===== src/smb_regs.svh =====
// constants of the static memory bus unit: widths, zone field, resets
// assumes a single core clock domain and a synchronous reset
//
// Function
// decode each access into one of four zones and use that zone's settings
// wait states per zone programmable from zero to seven clocks
// hold clocks per zone programmable from zero to three clocks
// idle-before or idle-after between different zones adds one merged idle
// idle after early write before read; after late write before fast read
// 16-bit zone: even byte low lane, odd byte high, odd word split odd-even
// 8-bit zone: bytes on low lane; word as burst or two cycles
// single byte: unused half of data bus undriven on write, ignored on read
// global early-write select chooses write style; early write after reset
// no waits or holds: late write two clocks, early write three
// per-zone fast read gives one-clock read; normal read after reset
// first clock drives address; writes leave data bus undriven in it
// reads capture at end of second phase; writes drive data in it
// fast read asserts address, select and read strobe; captures at end
// early write third clock: select off, strobes next, address data held
// wait clocks sit between first and second phase; write data driven
// burst read adds burst clock after second phase; address changes there
// burst wait bit adds one wait clock before burst; address changes then
// hold clocks follow last phase; address and write data stay valid
// special select and read pulse is followed by zone hold count idles
// base memory select is AND of zone one and zone two selects
// early write strobes in first phase; data and select from next clock
// late write select at first phase; strobes end after second phase
// normal read strobe asserts at first wait or second phase
// fast reads ignore wait and hold settings
// core transaction stalls until last external cycle, then answers
`ifndef SMB_REGS_SVH
`define SMB_REGS_SVH

`define SMB_ADDR_W 20
`define SMB_ZONE_HI 19
`define SMB_ZONE_LO 18
`define SMB_WAIT_W 3
`define SMB_HOLD_W 2
`define SMB_EW_RST 1'b1
`define SMB_CFG_RST 11'h000

`endif

===== src/smb_pkg.sv =====
// types shared by the static memory bus unit files
// assumes smb_regs.svh is on the include path
`include "smb_regs.svh"
package smb_pkg;

   typedef struct packed {
      logic [`SMB_WAIT_W-1:0] wait_cnt;
      logic [`SMB_HOLD_W-1:0] hold_cnt;
      logic idle_before_en;
      logic idle_after_en;
      logic burst_wait_en;
      logic burstable_en;
      logic fast_read_en;
      logic width16;
   } smb_zone_cfg_type;

   typedef struct packed {
      logic write;
      logic word;
      logic [`SMB_ADDR_W-1:0] addr;
      logic [15:0] wdata;
   } smb_req_type;

   typedef enum logic [3:0] {
      ST_IDLE, ST_GAP, ST_T1, ST_TIW, ST_T2, ST_TBW, ST_T2B, ST_T3,
      ST_HOLD, ST_FAST, ST_SPEC, ST_SGAP
   } smb_state_type;

endpackage


===== src/smb_bus_unit.sv =====
// static memory bus unit: core requests to external static bus cycles
// assumes external devices answer on DATA_IN synchronously to CLK
`timescale 1ns/1ps
`default_nettype none
`include "smb_regs.svh"
module smb_bus_unit
   import smb_pkg::*;
(
   // clock, reset, freeze
   input wire logic CLK,
   input wire logic RESET,
   input wire logic CE,
   // core bus request and answer
   input wire logic REQ_VALID,
   input wire smb_req_type REQ,
   output logic REQ_READY,
   output logic ACK,
   output logic [15:0] RDATA,
   // special select and read pulse
   input wire logic SPEC_VALID,
   input wire logic [1:0] SPEC_ZONE,
   output logic SPEC_ACK,
   // configuration
   input wire logic EARLY_WRITE_SEL,
   input wire smb_zone_cfg_type [3:0] ZONE_CFG,
   // external bus
   output logic [`SMB_ADDR_W-1:0] ADDR,
   output logic [15:0] DATA_OUT,
   output logic [1:0] DATA_OE,
   input wire logic [15:0] DATA_IN,
   output logic [2:0] ZONE_SELECT_N,
   output logic IO_SELECT_N,
   output logic BASE_SELECT_N,
   output logic RD_N,
   output logic [1:0] BYTE_WRITE_STROBE_N
);
   smb_state_type state_ff, nxt_state;
   logic pend_ff, nxt_pend, ready_ff;
   smb_req_type pend_ff_req;
   smb_zone_cfg_type cfg_ff, n_cfg, pcfg;
   logic [1:0] zone_ff, n_zone, pzone;
   logic write_ff, ew_ff, two_ff, burst_ff, piece_ff, word_ff, fast_ff;
   logic n_write, n_ew, n_piece, n_word;
   logic [`SMB_ADDR_W-1:0] base_ff, n_base;
   logic [15:0] wdata_ff, n_wdata, rdata_ff, n_bdata;
   logic ew_sel_ff;
   logic [1:0] lanes_ff, n_lanes;
   logic cbyte_ff, n_cbyte;
   logic start, last, piece_done, piece_inc, take_spec, need_gap, pfast;
   logic [`SMB_WAIT_W-1:0] wcnt;
   logic [`SMB_HOLD_W-1:0] hcnt, hload;
   logic sel_on, rd_on, wr_on, oe_on;
   logic [3:0] sel_vec;
   logic [3:0] sel_n_ff;
   logic base_n_ff, rd_n_ff, ack_ff, spec_ack_ff;
   logic [1:0] wr_n_ff, oe_ff;
   logic [15:0] dout_ff;
   logic [`SMB_ADDR_W-1:0] addr_ff;
   logic [7:0] rd_byte;

   // zone decode and settings
   assign pzone = pend_ff_req.addr[`SMB_ZONE_HI:`SMB_ZONE_LO];
   assign pcfg = ZONE_CFG[pzone];
   // fast read only for reads
   assign pfast = pcfg.fast_read_en & ~pend_ff_req.write;
   assign last = ~two_ff | piece_ff;

   // merged idle between zones
   // write to read idle
   assign need_gap = (write_ff & ew_ff & ~pend_ff_req.write)
      | (write_ff & ~ew_ff & pfast)
      | ((pzone != zone_ff) & (cfg_ff.idle_after_en | pcfg.idle_before_en));

   always_comb begin
      nxt_state = state_ff;
      piece_done = 1'b0;
      piece_inc = 1'b0;
      take_spec = 1'b0;
      case (state_ff)
         ST_IDLE: begin
            if (SPEC_VALID) begin
               take_spec = 1'b1;
               nxt_state = ST_SPEC;
            end else if (pend_ff) begin
               nxt_state = pfast ? ST_FAST : ST_T1;
            end
         end
         ST_GAP: begin
            nxt_state = fast_ff ? ST_FAST : ST_T1;
         end
         ST_T1: begin
            // waits after first phase
            nxt_state = (wcnt != '0) ? ST_TIW : ST_T2;
         end
         ST_TIW: begin
            if (wcnt == `SMB_WAIT_W'(1)) begin
               nxt_state = ST_T2;
            end
         end
         ST_T2: begin
            // burst clock after second phase
            // optional burst wait
            if (!write_ff && burst_ff && !piece_ff) begin
               piece_inc = 1'b1;
               nxt_state = cfg_ff.burst_wait_en ? ST_TBW : ST_T2B;
            end else if (write_ff && ew_ff) begin
               nxt_state = ST_T3;
            end else if (hcnt != '0) begin
               nxt_state = ST_HOLD;
            end else begin
               piece_done = 1'b1;
            end
         end
         ST_TBW: begin
            nxt_state = ST_T2B;
         end
         ST_T2B, ST_T3: begin
            // R19 holds after last phase
            if (hcnt != '0) begin
               nxt_state = ST_HOLD;
            end else begin
               piece_done = 1'b1;
            end
         end
         ST_HOLD: begin
            if (hcnt == `SMB_HOLD_W'(1)) begin
               piece_done = 1'b1;
            end
         end
         ST_FAST: begin
            piece_done = 1'b1;
         end
         ST_SPEC: begin
            // idles after special pulse
            nxt_state = (hcnt != '0) ? ST_SGAP : ST_IDLE;
         end
         ST_SGAP: begin
            if (hcnt == `SMB_HOLD_W'(1)) begin
               nxt_state = ST_IDLE;
            end
         end
         default: begin
            nxt_state = ST_IDLE;
         end
      endcase
      if (piece_done) begin
         if (!last) begin
            // second piece of split word
            piece_inc = 1'b1;
            nxt_state = fast_ff ? ST_FAST : ST_T1;
         end else if (pend_ff) begin
            nxt_state = need_gap ? ST_GAP : (pfast ? ST_FAST : ST_T1);
         end else begin
            nxt_state = ST_IDLE;
         end
      end
   end

   assign start = pend_ff
      & ((state_ff == ST_IDLE & ~SPEC_VALID) | (piece_done & last));

   // values of the cycle about to begin
   assign n_cfg = start ? pcfg : cfg_ff;
   assign n_zone = take_spec ? SPEC_ZONE : (start ? pzone : zone_ff);
   assign n_write = start ? pend_ff_req.write : write_ff;
   assign n_ew = start ? ew_sel_ff : ew_ff;
   assign n_word = start ? pend_ff_req.word : word_ff;
   assign n_base = start ? pend_ff_req.addr : base_ff;
   assign n_wdata = start ? pend_ff_req.wdata : wdata_ff;
   assign n_piece = start ? 1'b0 : (piece_inc | piece_ff);
   assign hload = take_spec ? ZONE_CFG[SPEC_ZONE].hold_cnt : n_cfg.hold_cnt;

   // wait count
   smb_cycle_ctr #(.W(`SMB_WAIT_W)) u_wait (
      .clk(CLK),
      .rst(RESET),
      .ce(CE),
      .load(nxt_state == ST_T1),
      .load_val(n_cfg.wait_cnt),
      .dec(state_ff == ST_TIW),
      .count(wcnt)
   );

   // hold count
   smb_cycle_ctr #(.W(`SMB_HOLD_W)) u_hold (
      .clk(CLK),
      .rst(RESET),
      .ce(CE),
      .load(nxt_state == ST_T1 || take_spec),
      .load_val(hload),
      .dec(state_ff == ST_HOLD || state_ff == ST_SGAP),
      .count(hcnt)
   );

   smb_lane_steer u_lane (
      .width16(n_cfg.width16),
      .word(n_word),
      .addr_lsb(n_base[0]),
      .piece(n_piece),
      .wdata(n_wdata),
      .lanes(n_lanes),
      .core_byte(n_cbyte),
      .bus_data(n_bdata)
   );

   // one request slot stalls the core
   assign nxt_pend = (pend_ff & ~start) | (REQ_VALID & ready_ff);

   always_ff @(posedge CLK) begin
      if (RESET) begin
         pend_ff <= 1'b0;
         ready_ff <= 1'b1;
         pend_ff_req <= '0;
      end else if (CE) begin
         pend_ff <= nxt_pend;
         ready_ff <= ~nxt_pend;
         if (REQ_VALID && ready_ff) begin
            pend_ff_req <= REQ;
         end
      end
   end

   always_ff @(posedge CLK) begin
      if (RESET) begin
         state_ff <= ST_IDLE;
         piece_ff <= 1'b0;
      end else if (CE) begin
         state_ff <= nxt_state;
         piece_ff <= n_piece;
      end
   end

   // early write after reset
   // normal read after reset
   always_ff @(posedge CLK) begin
      if (RESET) begin
         ew_sel_ff <= `SMB_EW_RST;
         cfg_ff <= `SMB_CFG_RST;
         zone_ff <= 2'h0;
         write_ff <= 1'b0;
         ew_ff <= `SMB_EW_RST;
         word_ff <= 1'b0;
         two_ff <= 1'b0;
         burst_ff <= 1'b0;
         fast_ff <= 1'b0;
         base_ff <= '0;
         wdata_ff <= 16'h0000;
      end else if (CE) begin
         ew_sel_ff <= EARLY_WRITE_SEL;
         if (start) begin
            cfg_ff <= pcfg;
            zone_ff <= pzone;
            write_ff <= pend_ff_req.write;
            ew_ff <= ew_sel_ff;
            word_ff <= pend_ff_req.word;
            // word on narrow zone or odd word: two pieces
            two_ff <= pend_ff_req.word
               & (~pcfg.width16 | pend_ff_req.addr[0]);
            burst_ff <= pend_ff_req.word & ~pcfg.width16
               & ~pend_ff_req.write & pcfg.burstable_en & ~pfast;
            fast_ff <= pfast;
            base_ff <= pend_ff_req.addr;
            wdata_ff <= pend_ff_req.wdata;
         end
      end
   end

   // unused read half ignored
   assign rd_byte = lanes_ff[1] ? DATA_IN[15:8] : DATA_IN[7:0];

   // capture at end of second phase
   // fast read capture
   always_ff @(posedge CLK) begin
      if (RESET) begin
         rdata_ff <= 16'h0000;
         ack_ff <= 1'b0;
         spec_ack_ff <= 1'b0;
      end else if (CE) begin
         ack_ff <= piece_done & last;
         spec_ack_ff <= take_spec;
         if (!write_ff && (state_ff == ST_T2 || state_ff == ST_T2B
               || state_ff == ST_FAST)) begin
            if (lanes_ff == 2'h3) begin
               rdata_ff <= DATA_IN;
            end else if (cbyte_ff) begin
               rdata_ff[15:8] <= rd_byte;
            end else begin
               rdata_ff[7:0] <= rd_byte;
            end
         end
      end
   end

   always_comb begin
      // read strobe from first wait or second phase
      rd_on = (nxt_state == ST_FAST) || (nxt_state == ST_SPEC)
         || (!n_write && (nxt_state inside
            {ST_TIW, ST_T2, ST_TBW, ST_T2B}));
      // early write select from first wait
      // late write select from first phase
      sel_on = (nxt_state == ST_FAST) || (nxt_state == ST_SPEC)
         || (!n_write && (nxt_state inside
            {ST_T1, ST_TIW, ST_T2, ST_TBW, ST_T2B}))
         || (n_write && (nxt_state inside {ST_TIW, ST_T2}))
         || (n_write && !n_ew && nxt_state == ST_T1);
      // strobes held through third clock
      wr_on = n_write && ((nxt_state inside {ST_T1, ST_TIW, ST_T2})
         || (n_ew && nxt_state == ST_T3));
      // no data in first clock
      // data through waits
      oe_on = n_write
         && (nxt_state inside {ST_TIW, ST_T2, ST_T3, ST_HOLD});
      sel_vec = sel_on ? (4'h1 << n_zone) : 4'h0;
   end

   always_ff @(posedge CLK) begin
      if (RESET) begin
         sel_n_ff <= 4'hf;
         base_n_ff <= 1'b1;
         rd_n_ff <= 1'b1;
         wr_n_ff <= 2'h3;
         oe_ff <= 2'h0;
         dout_ff <= 16'h0000;
         addr_ff <= '0;
         lanes_ff <= 2'h1;
         cbyte_ff <= 1'b0;
      end else if (CE) begin
         sel_n_ff <= ~sel_vec;
         // base memory select
         base_n_ff <= ~sel_vec[1] & ~sel_vec[2];
         rd_n_ff <= ~rd_on;
         wr_n_ff <= wr_on ? ~n_lanes : 2'h3;
         // unused write half undriven
         oe_ff <= oe_on ? n_lanes : 2'h0;
         if (oe_on) begin
            dout_ff <= n_bdata;
         end
         // address moves at burst clock
         if (nxt_state inside {ST_T1, ST_TBW, ST_T2B, ST_FAST}) begin
            addr_ff <= n_base + `SMB_ADDR_W'(n_piece);
            lanes_ff <= n_lanes;
            cbyte_ff <= n_cbyte;
         end
      end
   end

   assign REQ_READY = ready_ff;
   assign ACK = ack_ff;
   assign RDATA = rdata_ff;
   assign SPEC_ACK = spec_ack_ff;
   assign ADDR = addr_ff;
   assign DATA_OUT = dout_ff;
   assign DATA_OE = oe_ff;
   assign ZONE_SELECT_N = sel_n_ff[2:0];
   assign IO_SELECT_N = sel_n_ff[3];
   assign BASE_SELECT_N = base_n_ff;
   assign RD_N = rd_n_ff;
   assign BYTE_WRITE_STROBE_N = wr_n_ff;

   // checks
   logic ewr_tail;
   assign ewr_tail = write_ff & ew_ff
      & (state_ff == ST_T3 || state_ff == ST_HOLD);
endmodule
`default_nettype wire


===== src/smb_cycle_ctr.sv =====
// loadable down counter for wait and hold clocks
// assumes load and dec come from logic on the same clock
`timescale 1ns/1ps
`default_nettype none
module smb_cycle_ctr #(
   parameter int W = 3
) (
   // clock and control
   input wire logic clk,
   input wire logic rst,
   input wire logic ce,
   input wire logic load,
   input wire logic [W-1:0] load_val,
   input wire logic dec,
   // remaining count
   output logic [W-1:0] count
);
   logic [W-1:0] count_ff;

   always_ff @(posedge clk) begin
      if (rst) begin
         count_ff <= '0;
      end else if (ce) begin
         if (load) begin
            count_ff <= load_val;
         end else if (dec && count_ff != '0) begin
            count_ff <= count_ff - 1'b1;
         end
      end
   end

   assign count = count_ff;
endmodule
`default_nettype wire


===== src/smb_lane_steer.sv =====
// byte lane steering for one external bus piece
// assumes piece is 1 only on the second half of a split or burst word
`timescale 1ns/1ps
`default_nettype none
module smb_lane_steer (
   // piece description
   input wire logic width16,
   input wire logic word,
   input wire logic addr_lsb,
   input wire logic piece,
   input wire logic [15:0] wdata,
   // lane use
   output logic [1:0] lanes,
   output logic core_byte,
   output logic [15:0] bus_data
);
   logic full;
   logic pa0;
   logic [7:0] sel_byte;

   always_comb begin
      // sixteen bit lanes
      full = width16 & word & ~addr_lsb;
      pa0 = addr_lsb ^ piece;
      core_byte = pa0;
      // eight bit uses low lane
      if (full) begin
         lanes = 2'h3;
      end else if (width16 && pa0) begin
         lanes = 2'h2;
      end else begin
         lanes = 2'h1;
      end
      sel_byte = pa0 ? wdata[15:8] : wdata[7:0];
      bus_data = full ? wdata : {sel_byte, sel_byte};
   end
endmodule
`default_nettype wire


===== config.mk =====
export PLATFORM = sky130hd
export DESIGN_NAME = smb_bus_unit
export DESIGN_NICKNAME = d
export VERILOG_FILES = /design/src/smb_pkg.sv /design/src/smb_bus_unit.sv /design/src/smb_cycle_ctr.sv /design/src/smb_lane_steer.sv
export VERILOG_INCLUDE_DIRS = /design/src
export SDC_FILE = /design/constraint.sdc
export NUM_CORES = 1
export LEC_CHECK = 0
export BUFFER_PORTS_ARGS = -buffer_cell sky130_fd_sc_hd__buf_2
export CAP_MARGIN = 10
export CORE_MARGIN = 4
export CORE_UTILIZATION = 25
export CTS_CLUSTER_SIZE = 16
export DETAILED_ROUTE_END_ITERATION = 16
export HOLD_SLACK_MARGIN = 0.15
export PLACE_DENSITY = 0.51
export SLEW_MARGIN = 20
export SYNTH_ARGS = -nofsm -noshare
export SYNTH_HDL_FRONTEND = slang
export SYNTH_SLANG_ARGS = --single-unit
export TNS_END_PERCENT = 20

===== constraint.sdc =====
create_clock -name CLK -period 4.5 [get_ports CLK]
set_input_delay 0.9 -clock CLK [delete_from_list [all_inputs] [get_ports CLK]]
set_output_delay 0.9 -clock CLK [all_outputs]
set_load 0.01 [all_outputs]

==> results of run 1 <==
cell usage after synthesis (all sizes together), types with 5 or more instances:
| library cell | count | share of area (%) |
|---|---|---|
| and3 | 18 | 1.2 |
| clkbuf | 57 | 2.4 |
| xnor2 | 17 | 1.6 |
| a21oi | 145 | 8.0 |
| o2111ai | 9 | 0.87 |
| nand3 | 35 | 2.0 |
| nand2b | 7 | 0.51 |
| dfxtp | 169 | 37 |
| nor3 | 16 | 1.1 |
| ha | 7 | 0.97 |
| nor3b | 5 | 0.41 |
| mux2 | 18 | 2.2 |
| a31o | 7 | 0.68 |
| a211oi | 22 | 1.8 |
| nor4 | 8 | 0.55 |
| buf | 29 | 2.0 |
| nand4 | 5 | 0.51 |
| or3 | 19 | 1.4 |
| a221oi | 11 | 1.3 |
| nand2 | 224 | 9.3 |
| a31oi | 8 | 0.79 |
| nor2 | 66 | 2.8 |
| xor2 | 6 | 0.58 |
| mux2i | 52 | 5.7 |
| nor2b | 6 | 0.41 |
| inv | 13 | 0.54 |
| mux4 | 12 | 3.0 |
| o21ai | 53 | 2.9 |
final cells by class:
type | count | area [µm²]
fill | 3813 | 24800
inverter | 14 | 52.6
sequential | 169 | 3380
clock inverter | 14 | 138
multi-input combinational | 847 | 5260
tap | 461 | 577
timing repair buffer | 192 | 1020
clock buffer | 18 | 429
antenna | 1 | 2.50
placed cells by master, fill, tap and decap left out, types with 4 or more instances in the layout:
master	instances
a211oi_1	22
a21oi_1	144
a221oi_1	10
a311oi_1	4
a31o_2	4
a31oi_1	6
a32o_1	4
and3_1	18
buf_2	169
buf_4	23
clkbuf_16	17
dfxtp_1	169
ha_1	7
inv_1	13
inv_6	5
mux2_2	18
mux2i_1	51
mux4_2	12
nand2_1	222
nand2b_1	6
nand3_1	34
nand4_1	4
nor2_1	61
nor2b_1	6
nor3_1	14
nor3b_1	5
nor4_1	8
o2111ai_1	9
o211ai_1	4
o21ai_0	52
or3_1	18
xnor2_1	17
xor2_1	6
sequential cells by signal (all words and copies together), names as in the netlist, 3 cells and up:
register	flops
wdata_ff	16
u_wait.count	3
RDATA	16
ADDR	20
base_ff	20
DATA_OUT	16
pend_ff_req	38
sel_n_ff	4
state_ff	4
cfg_ff	8
final timing paths:
check,to,slack (ps),start
setup / recovery,ADDR[14],500,state_ff[2]
hold / removal,wdata_ff[7],450,wdata_ff[7]
setup reg to reg,ADDR[14],500,state_ff[2]
hold reg to reg,wdata_ff[7],450,wdata_ff[7]
stage by stage:
step	total power (W)	hold WS [ps]
final	0.00374	453
after global routing	0.00392	469
after CTS	0.00379	454
after detailed placement	0.00231	443
after global placement	0.00231	438
after floorplan	0.00208	433
worst reg2reg max path: stages, from the launching register on:
cell,delay [ps]
dfxtp_1,630
nor2_1,220
a31oi_4,340
nand2_2,160
a221oi_1,350
nor2_1,100
ha_1,260
ha_1,290
nand3_1,220
nor3_1,80
a32oi_1,540
o211a_1,220
nor2_1,50
a2111oi_2,360
a31o_1,140
cells by family (layout without fill, tap and decap cells):
kind of cell | after synthesis | count (layout)
xor+xnor | 23 | 23
buf+inv | 100 | 238
simple gates | 432 | 432
compound gates | 303 | 303
mux | 82 | 82
flops | 169 | 169
other cells | 0 | 1
fa+ha+maj | 7 | 7
layer usage:
| metal | part of all wire, % | up-vias |
|---|---|---|
| li1 | - | 4264 |
| met1 | 47 | 4064 |
| met2 | 46 | 258 |
| met3 | 5.6 | 28 |
| met4 | 1.4 | 0 |
| met5 | 0 | - |
power breakdown:
part	internal (W)	switching, W	leakage (nW)
Clock	0.000777	0.000688	0.272
Sequential	0.00154	0.0000465	1.37
Combinational	0.000242	0.000452	2.39
Total	0.00256	0.00119	4.03
==> results.yml, run 1 <==
run_status:
  status: "complete, no violations"
synthesis:
  async_flop_share_pct: 0
  ys_warn_count: 0
  synth_fa_ha_area_share_pct: 0.966
  synth-xor-area-share_pct: 2.22
  synth.avg_cell_area_um2: 8.12
  synthMuxAreaShare_pct: 11.0
  postSynthCellCount: 1116
  synthSimpleGateAreaFrac_pct: 22.4
  synth_compound_area_share_pct: 21.2
  synth-main-ff-cell: "dfxtp_1"
  yosysSeqAreaShare_pct: 37.3
  synth.net_count: 1229
  ys_ff_latch: 169
  yosysUniqueCellTypes: 85
  synth_area_um2: 9070
  synth_top_family_by_area: "simple AND/OR/NAND/NOR gates"
  synth_edf_count: 0
hold_path:
  hold_depth: 2
  hp-class: "flop to flop"
final_layout:
  final_util_pct: 30.5
  syn_to_final_growth_pct: 19.8
  nets: 1354
  final_cell_area_um2: 10900
  layout.cells.non_filler: 1716
  drive_gt1_share_pct: 22.6
cts:
  cts_inserted_buffers: 17
  ctsHoldBuffers: 0
  cts_tree: "done"
  postCtsSetupBuffers: 0
  cts.clk_slew.worst_paths_ps: 70
  cts_resized: 0
  cts_root_buf: "clkbuf_16"
  clk_latency_ps: 440
  clockBufferDepth: 2
  clkSinkCount: 169
  htree_num_levels: 4
global_route:
  met2_usage_pct: 23.4
  grt_util_all_layers_pct: 14.8
  busiest_layer: "met2"
  grt_pass1_wl_mm: 45.9
  antenna_found_initial: 1
  met1_usage_pct: 20.5
  grt_use_met3_pct: 3.03
  grt-ovfl-total: 0
  grt_pass1_vias: 7991
  grt_start_max_net_pins: 62
placement:
  dp_cells: 1683
  hpwl_mm: 21.3
  place_congestion: 0.913
  dp_slack_ps: 556
  placed_area_um2: 10300
  numPortBuffers: 170
detailed_routing:
  drc_errors: 0
  firstDrtPassIters: 5
  vias: 8614
  wirelength_mm: 29.6
  vias_per_cell: 5.02
  postRouteAntennaNets: 0
  wl_per_cell_um: 17.2
  drt-initial-drc-count: 570
timing:
  final.setup.worst_slack_ps: 502
  setup_violations: 0
  worst_pin_slew_ps: 972
  hold_violations: 0
  skew_ps: 11.9
  drv_slew: 0
  period_share_pct: 88.9
  finalCriticalPeriod_ps: 4000
  fmax_mhz: 250
  slew_headroom_pct: 35.0
  finalSetupTns_ps: 0
  grt_setup_unrepaired: "false"
power:
  p_leak_nw: 4.03
  vdd.ir_drop.worst_mv: 0.269
  power.density_nw_per_um2: 345
worst_setup_path:
  crit_fanout: 16
  path_cells: "nor2_1 -> a31oi_4 -> nand2_2 -> a221oi_1 -> nor2_1 -> ha_1 -> ha_1 -> nand3_1 -> nor3_1 -> a32oi_1 -> o211a_1 -> nor2_1 -> a2111oi_2 -> a31o_1"
  cp_top_family: "compound AO/OA/AOI/OAI gates"
  required_ps: 4890
  worstRegToRegCells: 14
  critPathMostFrequentCell: "nor2_1"
  arrival_ps: 4380
  worstSetupPathDepth: 14
  start_kind: "flop"
  path_buf_inv: 0
  crit_path_max_incr_delay_ps: 630
  crit_type: "flop to flop"
  cp_slowest_cell: "dfxtp_1"
  end_kind: "flop"
die:
  start_util_pct: 25.4
  rows: 69
  design.core.area_um2: 35700
  die_h_um: 198
  die-area_um2: 39400
  fp.dieW_um: 198
  io_pins: 171
flow_run:
  cap_violations: 0
Note: power is estimated with default switching activity, not from simulation.
==> run 2: changes to the inputs <==
- BUFFER_PORTS_ARGS: -buffer_cell sky130_fd_sc_hd__buf_2 -> default
- DONT_BUFFER_PORTS: default -> 1
- MAX_ROUTING_LAYER: default -> met4
- PLACE_DENSITY: 0.51 -> 0.45
- clock period: 4.5 -> 4.8 ns (I/O delays scaled with it)
==> run 2 against run 1 <==
Final area shrank 8.1%. Sequential power shrank 6%. Via count shrank 8.1%. Sequential share of layout area grew 2.7 points. Power shrank 7.0%. Critical path depth grew 2. Fmax shrank 5.6%. Setup slack gained 61 ps. Clock-buffer cell count grew 2. Cell count shrank 10%. Clock skew grew 0.91 ps. Die area is the same. Largest power group unchanged.
==> results.yml, run 2 (synthesis results as in run 1) <==
run_status:
  status: "complete, no violations"
global_route:
  grt_pass1_vias: 7593
  busiest_layer: "met2"
  met2_usage_pct: 23.7
  antenna_found_initial: 0
  grt_pass1_wl_mm: 45.8
  grt_util_all_layers_pct: 15.3
  grt_start_max_net_pins: 159
  grt-ovfl-total: 0
  grt_use_met3_pct: 3.95
  met1_usage_pct: 20.0
placement:
  hpwl_mm: 20.7
  placed_area_um2: 9390
  place_congestion: 0.852
  numPortBuffers: 0
worst_setup_path:
  worstRegToRegCells: 16
  r2r_slack_ps: 560
  arrival_ps: 4630
  required_ps: 5200
  crit_fanout: 11
  end_kind: "flop"
  r2r_start: "u_hold.count[0]"
  crit_type: "flop to flop"
  start_kind: "flop"
  worstReg2RegEnd: "ADDR[14]"
final_layout:
  diodes: 0
  drive_gt1_share_pct: 9.93
  final_common_cell: "nand2_1"
  top_register: "pend_ff_req"
  largest_register_ffs: 38
  syn_to_final_growth_pct: 10.1
  final_util_pct: 28.0
  nets: 1178
  final_cell_area_um2: 9980
  layout_common_cells: "nand2_1, dfxtp_1, a21oi_1"
  fillers: 3820
  multiInputGateArea_um2: 5260
  seqCellArea_um2: 3380
timing:
  period_share_pct: 88.3
  fmax_mhz: 236
  drv_slew: 0
  worst_pin_slew_ps: 1090
  finalCriticalPeriod_ps: 4240
  hold_violations: 0
  setup_violations: 0
  slew_headroom_pct: 27.6
  skew_ps: 12.8
  finalSetupTns_ps: 0
  grt_setup_unrepaired: "false"
  hold-worst-slack_ps: 450
die:
  design.core.area_um2: 35700
  die_h_um: 198
  rows: 69
  die-area_um2: 39400
  start_util_pct: 25.4
  fp.dieW_um: 198
  io_pins: 171
detailed_routing:
  drt-initial-drc-count: 495
  drc_errors: 0
  firstDrtPassIters: 5
  vias_per_cell: 5.15
  postRouteAntennaNets: 0
  wl_per_cell_um: 19.4
  wirelength_mm: 29.8
  vias: 7919
cts:
  cts_tree: "done"
  postCtsSetupBuffers: 0
  clk_latency_ps: 450
  cts_root_buf: "clkbuf_16"
  htree_num_levels: 4
  ctsHoldBuffers: 0
  cts_resized: 0
  clkSinkCount: 169
  clockBufferDepth: 2
  cts_inserted_buffers: 17
  cts.clk_slew.worst_paths_ps: 70
hold_path:
  hold_depth: 2
  hold_path_end: "cfg_ff[9]"
  hp-class: "flop to flop"
  hp-start: "cfg_ff[9]"
power:
  power.density_nw_per_um2: 349
  intPower_w: 0.00243
  p_leak_nw: 3.27
  vdd.ir_drop.worst_mv: 0.236
  power.switching_w: 0.00106
  combPwrFrac_pct: 15.5
  clkPwrFrac_pct: 41.3
  seq_power_share_pct: 43.2
  switching_share_pct: 30.3
flow_run:
  cap_violations: 0
==> run 2: cell count changes in the layout (fill, tap and decap cells not counted), moves of 2 or more <==
| cell | change |
|---|---|
| buf_2 | -169 |
| buf_4 | -7 |
| clkbuf_8 | +2 |
| clkinv_4 | +2 |
| inv_6 | -2 |
| inv_8 | -2 |
==> run 2: metal layers <==
layer	vias to the layer above	share of wire [%]
met2	187	46
met5	-	0
li1	3907	-
met3	27	6.0
met4	0	1.3
met1	3798	46
==> run 2: how the worst max path moves through the flow <==
stage / startpoint / endpoint / slack [ps] / depth (start not counted)
after floorplan: SPEC_VALID / ADDR[14] / 600 / 19
after global placement: u_hold.count[0] / ADDR[14] / 680 / 16
after detailed placement: u_hold.count[0] / ADDR[14] / 590 / 16
after CTS: u_hold.count[0] / ADDR[14] / 560 / 16
after global routing: u_hold.count[0] / ADDR[11] / 100 / 17
final: u_hold.count[0] / ADDR[14] / 560 / 16
==> run 2: layout make-up <==
cell class | count | area share, %
Multi-Input combinational cell | 847 | 52.7
Sequential cell | 169 | 33.9
Tap cell | 461 | 5.78
Clock buffer | 20 | 4.57
Clock inverter | 12 | 1.38
Timing Repair Buffer | 16 | 1.20
Inverter | 14 | 0.526
==> run 2: power groups by stage <==
stage	clock, W	sequential, W	combinational [W]
after detailed placement	0	0.00154	0.000541
after CTS	0.00149	0.00150	0.000543
after floorplan	0	0.00151	0.000444
after global placement	0	0.00154	0.000541
after global routing	0.00154	0.00151	0.000595
final	0.00144	0.00150	0.000541
==> run 2: worst max-delay path, stage by stage (launching register included) <==
cell and delay [ps]:
dfxtp_1 330, inv_1 80, ha_1 420, and4b_1 350
a31oi_4 80, o221a_2 350, nor2_2 360, nor2_1 110
ha_1 250, ha_1 290, nand3_1 210, nor3_1 80
a32oi_1 520, o211a_1 210, nor2_1 50, a2111oi_2 350
a31o_1 140
==> run 2: through the flow <==
step	cells	power (W)	setup WS [ps]
after floorplan	1116	0.00195	595
after global placement	1507	0.00208	683
after detailed placement	1507	0.00208	589
after CTS	1539	0.00354	560
after global routing	1539	0.00365	99.4
final	1539	0.00348	563
==> run 3: changes to the inputs <==
- CTS_BUF_LIST: default -> sky130_fd_sc_hd__clkbuf_2 sky130_fd_sc_hd__clkbuf_4 sky130_fd_sc_hd__clkbuf_8
==> run 3 against run 2 <==
Power down 10%. Routed wire length shrank 0.30%. Sequential share of layout area rose by 0.64 points. Clock-buffer cell count unchanged. Clock power is 24% lower. Global-route usage about the same. First-iteration DRC count grew 10%. Clock skew rose by 7.6 ps. Utilization fell by 0.52 points. Fmax grew 0.21%. Critical path depth did not move.
==> results.yml, run 3 (synthesis results as in run 1) <==
die:
  rows: 69
  die_h_um: 198
  start_util_pct: 25.4
  fp.dieW_um: 198
  io_pins: 171
  die-area_um2: 39400
  design.core.area_um2: 35700
timing:
  fmax_mhz: 237
  hold_violations: 0
  worst_pin_slew_ps: 1090
  skew_ps: 20.4
  drv_slew: 0
  slew_headroom_pct: 27.4
  grt_setup_unrepaired: "false"
  period_share_pct: 88.1
  finalSetupTns_ps: 0
  final.setup.worst_slack_ps: 572
  finalCriticalPeriod_ps: 4230
  setup_violations: 0
placement:
  dp_slack_ps: 589
  dp_cells: 1507
  place_congestion: 0.852
  hpwl_mm: 20.7
  numPortBuffers: 0
  placed_area_um2: 9390
power:
  power.density_nw_per_um2: 320
  p_leak_nw: 3.19
  vdd.ir_drop.worst_mv: 0.193
final_layout:
  largest_register_ffs: 38
  syn_to_final_growth_pct: 8.07
  final_cell_area_um2: 9800
  nets: 1178
  layout.cells.non_filler: 1540
  final_common_cell: "nand2_1"
  drive_gt1_share_pct: 10.0
  final_util_pct: 27.5
  top_register: "pend_ff_req"
  layout_common_cells: "nand2_1, dfxtp_1, a21oi_1"
run_status:
  status: "complete, no violations"
global_route:
  grt_pass1_vias: 7575
  grt_util_all_layers_pct: 15.3
  grt-ovfl-total: 0
  grt_start_max_net_pins: 159
  grt_pass1_wl_mm: 45.8
  antenna_found_initial: 0
worst_setup_path:
  arrival_ps: 4670
  critPathMostFrequentCell: "ha_1"
  required_ps: 5240
  cp_slowest_cell: "a32oi_1"
  crit_type: "flop to flop"
  startpoint: "u_hold.count[0]"
  worstRegToRegCells: 16
  path_cells: "inv_1 -> ha_1 -> and4b_1 -> a31oi_4 -> o221a_2 -> nor2_2 -> nor2_1 -> ha_1 -> ha_1 -> nand3_1 -> nor3_1 -> a32oi_1 -> o211a_1 -> nor2_1 -> a2111oi_2 -> a31o_1"
  end_kind: "flop"
  worstReg2RegEnd: "ADDR[14]"
  r2r_start: "u_hold.count[0]"
  r2r_slack_ps: 570
  crit_fanout: 11
  crit_path_max_incr_delay_ps: 510
  start_kind: "flop"
detailed_routing:
  postRouteAntennaNets: 0
  drt-initial-drc-count: 546
  vias_per_cell: 5.14
  drc_errors: 0
  wirelength_mm: 29.7
  wl_per_cell_um: 19.3
  firstDrtPassIters: 5
  vias: 7919
cts:
  ctsHoldBuffers: 0
  clkSinkCount: 169
  clk_latency_ps: 490
  cts.clk_slew.worst_paths_ps: 100
  cts_tree: "done"
  cts_resized: 0
  clockBufferDepth: 2
  htree_num_levels: 4
  cts_root_buf: "clkbuf_8"
  postCtsSetupBuffers: 0
  cts_inserted_buffers: 17
hold_path:
  hold_path_end: "cfg_ff[9]"
  hp-start: "cfg_ff[9]"
  hp-class: "flop to flop"
  hold_depth: 2
flow_run:
  cap_violations: 0
## run 3: cell count changes in the layout (fill, tap and decap cells not counted), sizes merged
| cell | previous run | this run |
|---|---|---|
| diode | 0 | 1 |
## run 3: area by class of cell
type,count,area (µm²)
Multi-Input combinational cell,847,5260
Sequential cell,169,3380
Fill cell,3840,25900
Clock buffer,20,269
Inverter,14,52.6
Tap cell,461,577
Timing Repair Buffer,16,120
Antenna cell,1,2.50
Clock inverter,12,138
## run 3: worst max-delay path by stage
| stage | slack (ps) | cells past startpoint | to |
|---|---|---|---|
| after floorplan | 600 | 19 | ADDR[14] |
| after global placement | 680 | 16 | ADDR[14] |
| after detailed placement | 590 | 16 | ADDR[14] |
| after CTS | 560 | 16 | ADDR[14] |
| after global routing | 100 | 17 | ADDR[11] |
| final | 570 | 16 | ADDR[14] |
## run 3: worst max-delay path: cells and delay by family, from the launching register on
family	cells	cell delay [ps]
compound gates	6	1660
fa+ha+maj	3	960
buf+inv	1	80
flops	1	340
simple gates	6	1150
## run 3: layer usage
metal  global-route usage [%]  vias to the layer above  part of all wire [%]
met1                     20.2                     3811                    47
li1                         -                     3903                     -
met5                        -                        -                     0
met4                     3.75                        0                   1.1
met2                     23.8                      187                    47
met3                     3.59                       18                   5.5
## run 3: power breakdown
group | switching, W | internal [W] | leakage (nW)
Sequential | 0.0000596 | 0.00144 | 1.37
Clock | 0.000591 | 0.000501 | 0.204
Combinational | 0.000357 | 0.000183 | 1.62
## run 3: metrics by stage
| step | hold WS [ps] | power [W] |
|---|---|---|
| 3_3_place_gp | 436 | 0.00208 |
| 6_report | 453 | 0.00314 |
| 4_1_cts | 456 | 0.00319 |
| 2_1_floorplan | 433 | 0.00195 |
| 3_5_place_dp | 442 | 0.00208 |
| 5_1_grt | 469 | 0.00330 |
